## src/logic/otmb_pkg.sv

```systemverilog
package otmb_pkg;
  // Bus widths
  localparam int OTMB_ADDR_W = 32;
  localparam int OTMB_DATA_W = 32;
  localparam int OTMB_BE_W = 4;
  localparam int OTMB_NUM_DEV = 2;
  // Input register stage on the memory data is built in by default
  localparam int OTMB_REG_IN_DEFAULT = 1;
  // Pin-side hold time for one access, in clock cycles, per device
  localparam logic [3:0] OTMB_WAIT_DEFAULT = 4'h2;
  // Reset values
  localparam logic [OTMB_ADDR_W-1:0] OTMB_ADDR_RST = 32'h0000_0000;
  localparam logic [OTMB_DATA_W-1:0] OTMB_DATA_RST = 32'h0000_0000;

  // Request from the on-chip master side
  typedef struct packed {
    logic rd;
    logic wr;
    logic [OTMB_ADDR_W-1:0] addr;
    logic [OTMB_BE_W-1:0] be;
    logic [OTMB_DATA_W-1:0] wdata;
  } otmb_req_s;

  // Pin-side control group, driven from flip-flops
  typedef struct packed {
    logic rd_b;
    logic wr_b;
    logic [OTMB_NUM_DEV-1:0] cs_b;
    logic [OTMB_BE_W-1:0] be_b;
    logic [OTMB_ADDR_W-1:0] addr;
  } otmb_pin_s;

  // Bridge sequencer states
  typedef enum logic [3:0] {
    OTMB_IDLE = 4'b0001,
    OTMB_XFER = 4'b0010,
    OTMB_CAPT = 4'b0100,
    OTMB_DONE = 4'b1000
  } otmb_state_e;
endpackage : otmb_pkg

```

## src/logic/otmb_bridge.sv

```systemverilog
// What this block does
// - Registered-input build registers every memory-side input
// - Unregistered build passes memory outputs straight through
// - Every pin-bound signal always comes from a register
// - Each register stage adds exactly one read cycle
// - Pin sequence and duration unchanged by stages
// - No own address; address forwarded unchanged
// - One shared pin set; accesses mutually exclusive
// - Drive data pins on writes, release otherwise
// - On-chip slave port, off-chip tristate master port
// - Single clock sets off-chip cycle time
// - Full 32-bit byte address space reachable
// - Pin address is a byte address
// - Registered input stage adds one read cycle
`timescale 1ns/100ps
module otmb_bridge #(
  parameter int REG_IN = otmb_pkg::OTMB_REG_IN_DEFAULT
) (
  input wire logic CLK_IN,
  input wire logic RST_B_IN,
  // On-chip slave port
  input wire otmb_pkg::otmb_req_s REQ_IN,
  input wire logic [otmb_pkg::OTMB_NUM_DEV-1:0] DEV_SEL_IN,
  input wire logic [3:0] WAIT_CYCLES_IN,
  output logic WAIT_REQ_OUT,
  output logic RDATA_VALID_OUT,
  output logic [otmb_pkg::OTMB_DATA_W-1:0] RDATA_OUT,
  // Off-chip tristate master port
  output otmb_pkg::otmb_pin_s PIN_OUT,
  output logic [otmb_pkg::OTMB_DATA_W-1:0] DATA_OUT,
  output logic DATA_OE_OUT,
  input wire logic [otmb_pkg::OTMB_DATA_W-1:0] DATA_IN
);
  import otmb_pkg::*;

  // Sequencer state
  otmb_state_e state;
  otmb_state_e next_state;
  logic [3:0] hold_cnt;
  logic [3:0] next_hold_cnt;
  logic is_read;
  logic next_is_read;

  // Pin-side registers
  otmb_pin_s pin;
  otmb_pin_s next_pin;
  logic [OTMB_DATA_W-1:0] wdata;
  logic [OTMB_DATA_W-1:0] next_wdata;
  logic data_oe;
  logic next_data_oe;

  // Read return registers
  logic [OTMB_DATA_W-1:0] rdata;
  logic [OTMB_DATA_W-1:0] next_rdata;
  logic rvalid;
  logic next_rvalid;

  // Accept handshake
  logic wait_req;
  logic next_wait_req;

  // Memory-side data after the optional input stage
  logic [OTMB_DATA_W-1:0] data_in_q;
  logic [OTMB_DATA_W-1:0] data_seen;

  // Keeps one device selected at most; a bad multi-hot select deselects all
  function automatic logic [OTMB_NUM_DEV-1:0] one_hot_cs_b(
    input logic [OTMB_NUM_DEV-1:0] sel
  );
    logic [OTMB_NUM_DEV-1:0] res;
    res = '1;
    if (sel != '0 && (sel & (sel - 1'b1)) == '0) begin
      res = ~sel;
    end
    return res;
  endfunction : one_hot_cs_b

  // Input stage: built in or left out, latency follows the choice
  // Memory data is taken as synchronous to the clock: the device's access
  // time must fit inside the hold count chosen for it
  generate
    if (REG_IN != 0) begin : g_reg_in
      always_ff @(posedge CLK_IN or negedge RST_B_IN) begin
        if (!RST_B_IN) begin
          data_in_q <= OTMB_DATA_RST;
        end else begin
          data_in_q <= DATA_IN;
        end
      end
      assign data_seen = data_in_q;
    end else begin : g_no_reg_in
      // Tie-off keeps the unused stage signal driven
      assign data_in_q = OTMB_DATA_RST;
      assign data_seen = DATA_IN;
    end
  endgenerate

  // Sequencer: one access on the shared pins at a time
  always_comb begin
    next_state = state;
    next_hold_cnt = hold_cnt;
    next_is_read = is_read;
    next_pin = pin;
    next_wdata = wdata;
    next_data_oe = data_oe;
    next_rdata = rdata;
    next_rvalid = 1'b0;
    case (state)
      OTMB_IDLE: begin
        // A request still held in the accept cycle must not start a second access
        if (wait_req && (REQ_IN.rd || REQ_IN.wr)) begin
          next_pin.addr = REQ_IN.addr;
          next_pin.cs_b = one_hot_cs_b(DEV_SEL_IN);
          next_pin.be_b = ~REQ_IN.be;
          next_pin.rd_b = ~REQ_IN.rd;
          next_pin.wr_b = REQ_IN.rd;
          next_wdata = REQ_IN.wdata;
          next_data_oe = ~REQ_IN.rd;
          next_is_read = REQ_IN.rd;
          // Pin hold length depends only on the device timing, not on stages
          next_hold_cnt = (WAIT_CYCLES_IN == 4'h0) ? 4'h1 : WAIT_CYCLES_IN;
          next_state = OTMB_XFER;
        end
      end
      OTMB_XFER: begin
        next_hold_cnt = hold_cnt - 4'h1;
        if (hold_cnt == 4'h1) begin
          // All strobes drop together; the address stays where it was
          next_pin.cs_b = '1;
          next_pin.rd_b = 1'b1;
          next_pin.wr_b = 1'b1;
          next_pin.be_b = '1;
          next_data_oe = 1'b0;
          if (is_read && REG_IN != 0) begin
            next_state = OTMB_CAPT; // extra input stage cycle
          end else begin
            next_state = OTMB_DONE;
            next_rvalid = is_read;
            next_rdata = is_read ? data_seen : rdata;
          end
        end
      end
      OTMB_CAPT: begin
        // Data registered at the release edge is returned one cycle later
        next_rdata = data_seen;
        next_rvalid = 1'b1;
        next_state = OTMB_DONE;
      end
      OTMB_DONE: begin
        // Strobes are already idle; the handshake goes low in the cycle after this state
        next_state = OTMB_IDLE;
      end
      default: begin
        // Unused codes fall back to idle
        next_state = OTMB_IDLE;
      end
    endcase
  end

  // Accept handshake: low for exactly one cycle once the access has ended.
  // The master still holds its request in that cycle, so the sequencer
  // only looks for a new request while this is high.
  always_comb begin
    next_wait_req = 1'b1;
    if (state == OTMB_DONE) begin
      next_wait_req = 1'b0;
    end
  end

  // Sequencer registers; the hold count depends only on device timing,
  // so the input stage never stretches the pin-side access
  always_ff @(posedge CLK_IN or negedge RST_B_IN) begin
    if (!RST_B_IN) begin
      state <= OTMB_IDLE;
      hold_cnt <= 4'h0;
      is_read <= 1'b0;
    end else begin
      state <= next_state;
      hold_cnt <= next_hold_cnt;
      is_read <= next_is_read;
    end
  end

  // Pin registers; every pin-bound signal leaves from here, never from logic
  always_ff @(posedge CLK_IN or negedge RST_B_IN) begin
    if (!RST_B_IN) begin
      pin <= '{rd_b: 1'b1, wr_b: 1'b1, cs_b: '1, be_b: '1, addr: OTMB_ADDR_RST};
      wdata <= OTMB_DATA_RST;
      data_oe <= 1'b0;
    end else begin
      pin <= next_pin;
      wdata <= next_wdata;
      data_oe <= next_data_oe;
    end
  end

  // Read return registers; data holds until the next read so a slow
  // master may still pick it up after the valid pulse
  always_ff @(posedge CLK_IN or negedge RST_B_IN) begin
    if (!RST_B_IN) begin
      rdata <= OTMB_DATA_RST;
      rvalid <= 1'b0;
    end else begin
      rdata <= next_rdata;
      rvalid <= next_rvalid;
    end
  end

  // Handshake register; high out of reset so nothing is accepted
  // before the sequencer is ready
  always_ff @(posedge CLK_IN or negedge RST_B_IN) begin
    if (!RST_B_IN) begin
      wait_req <= 1'b1;
    end else begin
      wait_req <= next_wait_req;
    end
  end

  // Port outputs straight from flip-flops
  assign PIN_OUT = pin;
  assign DATA_OUT = wdata;
  assign DATA_OE_OUT = data_oe;
  assign RDATA_OUT = rdata;
  assign RDATA_VALID_OUT = rvalid;
  assign WAIT_REQ_OUT = wait_req; // Low for one cycle: the request is accepted then
endmodule : otmb_bridge

```

## config.mk

```make
export PLATFORM = sky130hd
export DESIGN_NAME = otmb_bridge
export DESIGN_NICKNAME = d
export VERILOG_FILES = /design/src/logic/otmb_pkg.sv /design/src/logic/otmb_bridge.sv
export SDC_FILE = /design/constraint.sdc
export NUM_CORES = 1
export LEC_CHECK = 0
export BUFFER_PORTS_ARGS = -buffer_cell sky130_fd_sc_hd__buf_2
export CORE_MARGIN = 10
export CORE_UTILIZATION = 48
export CTS_BUF_LIST = sky130_fd_sc_hd__clkbuf_16
export DETAILED_ROUTE_END_ITERATION = 10
export MAX_ROUTING_LAYER = met4
export PLACE_DENSITY = 0.91
export RECOVER_POWER = 100
export SLEW_MARGIN = 20
export SYNTH_ARGS = -nofsm -noshare
export SYNTH_HDL_FRONTEND = slang
export SYNTH_SLANG_ARGS = --single-unit
export TNS_END_PERCENT = 50
```

## constraint.sdc

```tcl
create_clock -name CLK_IN -period 2.6 [get_ports CLK_IN]
set_input_delay 0.39 -clock CLK_IN [delete_from_list [all_inputs] [get_ports CLK_IN]]
set_output_delay 0.39 -clock CLK_IN [all_outputs]
set_load 0.005 [all_outputs]
```

Yosys cells after proc, flatten, opt, wreduce, memory -nomap -nowiden
Index checks and enable logic that the tools add are counted.
{"block": "op_classes", "add_sub_neg": 2, "bitwise": 4, "reduce_logical": 11, "mux": 16, "n_eq_ne": 7}
{"operator": "40-bit 2-to-1 mux", "n": 1}
{"operator": "4-bit 2-to-1 mux", "n": 5}
{"operator": "8-bit case mux with 2 select lines", "n": 1}
{"operator": "4-bit case mux with 3 select lines", "n": 1}
{"operator": "4-bit by 1-bit equality test with 1-bit output (second input constant)", "n": 2}
{"operator": "8-bit 2-to-1 mux", "n": 1}
{"operator": "4-bit case mux with 2 select lines", "n": 1}
{"operator": "2-bit AND reduction", "n": 3}
{"operator": "4-bit by 2-bit equality test with 1-bit output (second input constant)", "n": 1}
{"operator": "4-bit by 3-bit equality test with 1-bit output (second input constant)", "n": 1}
{"operator": "4-bit equality test (second input constant)", "n": 1}
{"operator": "4-bit zero test", "n": 1}
{"operator": "1-bit 2-to-1 mux", "n": 4}
{"operator": "2-bit inequality test (second input constant)", "n": 2}
{"operator": "4-bit NOT", "n": 1}
{"operator": "2-bit nonzero test", "n": 2}
{"operator": "4-bit by 1-bit subtractor with 4-bit output (second input constant)", "n": 1}
{"operator": "3-bit AND reduction", "n": 1}
{"operator": "2-bit bitwise AND", "n": 1}
{"operator": "1-bit logical AND", "n": 2}
{"operator": "2-bit zero test", "n": 1}
{"operator": "2-bit 2-to-1 mux", "n": 1}
{"operator": "2-bit NOT", "n": 1}
{"operator": "1-bit case mux with 2 select lines", "n": 1}
{"operator": "other kinds (3)", "n": 3}
{"block": "word_totals", "regBits": 148, "elab_cells": 54, "inputBits": 110, "out_inout_bits": 107}

Longest topological paths before layout
{"block": "logic_depth", "word_depth": 7, "depth_mapped": 8, "ltp_nobuf": 6}

Least setup slack after synthesis
No wires, ideal clock.
{"block": "synth_timing", "path_kind": "register to register", "start": "register state[0]", "end": "register hold_cnt[3]", "path_buffers": 2, "slack_ns": 0.681, "stages_incl_launch_ff": 7, "synth_period_minus_slack_ns": 1.919, "setup_ns": 0.126, "arrival_ns": 1.792, "path_cell_list": "dfstp_2 -> buf_2 -> or4b_1 -> buf_2 -> o21ai_2 -> o21ai_1 -> a221o_1"}
{"block": "synth_between", "elab_chain_len": 3}
{"item": "start: declaration", "line": "otmb_bridge.sv:37", "rtl": "otmb_state_e state;"}
{"item": "start signal: assignment", "line": "otmb_bridge.sv:178", "rtl": "state <= next_state;"}
{"item": "4-bit by 1-bit equality test with 1-bit output or 4-bit by 2-bit equality test with 1-bit output (tied branches)", "line": "otmb_bridge.sv:108", "rtl": "case (state)"}
{"item": "2-bit inequality test (no line) or 2-bit nonzero test (tied branches)"}
{"item": "2-bit AND reduction (no line)"}
{"item": "end signal: assignment", "line": "otmb_bridge.sv:179", "rtl": "hold_cnt <= next_hold_cnt;"}
{"item": "end: declaration", "line": "otmb_bridge.sv:39", "rtl": "logic [3:0] hold_cnt;"}
Several ways; a longest one is shown, not always the timed one.
A chain may end at the register's enable or synchronous reset.

Worst setup path in the final report
{"block": "layout_timing", "start": "register state[0]", "end": "register hold_cnt[0]"}
Same word-level chain as after synthesis.

==> results.py <==
metrics = {
    "run_status": {
        "status": "complete, no violations",
    },
    "worst_setup_path": {
        "worst_ep_required_time_ns": 2.92,
        "worst_path_max_delay_cell": "dfstp_1",
        "critPathKind": "reg2reg",
        "r2r_setup_slack_ns": 0.37,
        "path_cells": "or4b_1 -> nor2_1 -> buf_12 -> nor2_1 -> a21oi_1",
        "cpPeakStageDelay_ns": 0.71,
        "endpoint_kind": "register",
        "r2r_end": "hold_cnt[0]",
        "crit_top_cell": "nor2_1",
        "r2r.worst_path.cells": 5,
        "crit_family": "simple AND/OR/NAND/NOR gates",
        "crit_fanout": 69,
        "startpoint_type": "register",
        "cp.arrival_ns": 2.55,
        "cp.buffers_inverters": 1,
        "r2r-start": "state[0]",
    },
    "placed_design": {
        "hpwlAfterDp_um": 10900,
        "portBuffers": 216,
        "gp_congestion": 0.786,
        "placedCellCount": 812,
    },
    "synth": {
        "postSynthCellCount": 471,
        "ys_ff_latch": 148,
        "syn-cell-area_um2": 5450,
        "synth_nets": 583,
        "async_flop_share_pct": 100,
        "avgSynthCellArea_um2": 11.6,
        "synth_edf_count": 0,
        "yosys_warnings": 0,
        "synth_flop_cell": "dfrtp_1",
        "ys_seq_area_share_pct": 68.2,
        "yosysUniqueCellTypes": 35,
    },
    "floorplan": {
        "pin_count": 217,
        "die_w_um": 127,
        "std_cell_rows": 38,
        "fp.coreArea_um2": 11000,
        "start_util_pct": 49.6,
        "die_height_um": 127,
        "die_area_um2": 16000,
    },
    "min_path": {
        "hold_path_end": "data_in_q[1]",
        "hp-class": "in2reg",
        "hp-start": "DATA_IN[1]",
        "min_path_cells": 1,
    },
    "cts": {
        "hold_buffers": 1,
        "cts_root_buf": "clkbuf_16",
        "cts-resized-gates": 0,
        "numClockSinks": 148,
        "clockBufferDepth": 2,
        "numCtsBuffers": 17,
        "insertion_delay_ns": 0.40,
        "htree_levels": 4,
        "cts_tree": "yes",
        "post_cts_buffers": 0,
        "clk_pin_slew_ns": 0.06,
    },
    "finish": {
        "multi_input_area_um2": 1580,
        "fillCellCount": 897,
        "nets": 804,
        "area_growth_syn_to_layout_pct": 30.6,
        "final_cells": 843,
        "seq_area_um2": 3720,
        "drive_gt1_share_pct": 25.6,
    },
    "routing": {
        "dr.pass1.iters": 4,
        "ant_nets": 0,
        "vias_per_cell": 4.86,
        "wl_um": 14400,
        "wl_per_cell_um": 17.1,
        "vias": 4099,
        "drc": 0,
        "drt-initial-drc-count": 214,
    },
    "power_and_ir_drop": {
        "p_int_w": 0.00577,
        "clock_power_share_pct": 26.7,
        "p_leak_nw": 3.66,
        "swShare_pct": 34.3,
        "power_frac_seq_pct": 42.3,
        "ir_drop_mv": 0.700,
        "power_switching_w": 0.00302,
        "powerDensity_nw_per_um2": 1230,
        "p_comb_share_pct": 31.0,
    },
    "grt": {
        "grt_max_degree": 70,
        "grt_pass1_vias": 4533,
        "grt_usage_pct": 18.5,
        "grt_antenna_before_repair": 1,
        "overflow": 0,
        "grt_pass1_wl_um": 23100,
    },
    "sta": {
        "clock.fmax_mhz": 448,
        "relSlewSlack_pct": 3.71,
        "tns_ns": 0,
        "hold_violations": 0,
        "period_share_pct": 85.9,
        "slew_viol_final": 0,
        "rsz0062_at_grt": "no",
        "worst_pin_slew_ns": 1.44,
        "fin_crit_ns": 2.23,
        "skew_ns": 0.00786,
        "setup_viol_count_final": 0,
    },
    "flow_run": {
        "drv_cap": 0,
    },
}
==> power groups by stage <==
stage	Combinational, W	Clock, W	Sequential, W
2_1_floorplan	0.00159	0	0.00371
3_3_place_gp	0.00281	0	0.00366
3_5_place_dp	0.00299	0	0.00373
4_1_cts	0.00300	0.00240	0.00372
5_1_grt	0.00310	0.00251	0.00382
6_report	0.00273	0.00234	0.00371
==> cell families after synthesis <==
kind of cell | share of synthesized area (%)
muxes | 7.02
adders and majority gates | 0.459
AOI/OAI and AO/OA | 3.26
DFF | 68.2
and+or+nand+nor | 18.4
buffers and inverters | 2.71
==> per-stage QoR <==
step	area, um^2	util [%]	power (W)	hold slack [ns]	setup WS, ns
floorplan	5450	-	0.00530	0.0944	0.681
global placement	6670	60.7	0.00647	0.382	0.584
detailed placement	6670	60.7	0.00672	0.391	0.514
CTS	7250	66.0	0.00912	0.0717	0.503
global route	7120	64.8	0.00943	0.0625	0.201
finish	7120	64.8	0.00879	0.0894	0.366
==> cell usage after synthesis (2+ instances only) <==
library cell  count  area (um^2)
nand2_1         200          751
dfrtp_1         138         3450
mux2_2           18          203
nor2_1           18         67.6
mux2_1           14          158
buf_2            13         65.1
dfstp_2          10          263
clkbuf_1          6         22.5
inv_1             5         18.8
nor3_1            5         25.0
a21oi_1           4         20.0
a311oi_1          4         35.0
buf_6             3         33.8
nor4b_4           3         71.3
o21ai_1           3         15.0
a221o_1           2         20.0
ha_1              2         25.0
nor3b_1           2         15.0
nor4b_1           2         17.5
o22ai_1           2         12.5
o32ai_1           2         17.5
or4b_1            2         20.0
==> per-layer routing <==
metal,wire [um],vias up,track usage [%]
met5,0,-,-
met4,234,0,5.96
met3,934,14,6.04
met2,7640,142,31.5
met1,5600,1988,19.9
li1,-,1955,-
==> registers in the layout (all words and copies together) (netlist names) <==
register and cells:
DATA_OUT 32, DATA_OE_OUT 1, is_read 1, RDATA_VALID_OUT 1
state 4, RDATA_OUT 32, WAIT_REQ_OUT 1, PIN_OUT 40
hold_cnt 4, data_in_q 32
==> cell type report <==
class,count,area share (%)
multi-input cells,295,22.2
clock buffers,17,5.98
inverters,5,0.264
diodes,1,0.0352
flip-flops and latches,148,52.2
repair buffers,225,14.8
clock inverters,12,2.00
well taps,140,2.46
==> cell usage in the layout (no fill, tap or decap), types with 4 or more instances in the layout <==
| cell | n |
|---|---|
| nand2_1 | 199 |
| dfrtp_1 | 138 |
| buf_2 | 122 |
| clkbuf_1 | 93 |
| nor2_1 | 19 |
| mux2_2 | 17 |
| clkbuf_16 | 17 |
| mux2_1 | 15 |
| dfstp_1 | 10 |
| inv_1 | 6 |
| nor3_1 | 5 |
| a21oi_1 | 4 |
| a311oi_1 | 4 |
| buf_4 | 4 |
==> worst max path at each step <==
stage | from | to | depth (start not counted)
final | state[0] | hold_cnt[0] | 5
after global routing | state[0] | hold_cnt[0] | 5
after CTS | state[0] | hold_cnt[0] | 5
after detailed placement | state[0] | hold_cnt[0] | 5
after global placement | state[0] | hold_cnt[0] | 5
after floorplan | state[0] | hold_cnt[3] | 6
Power figures use the tool's default switching activity.
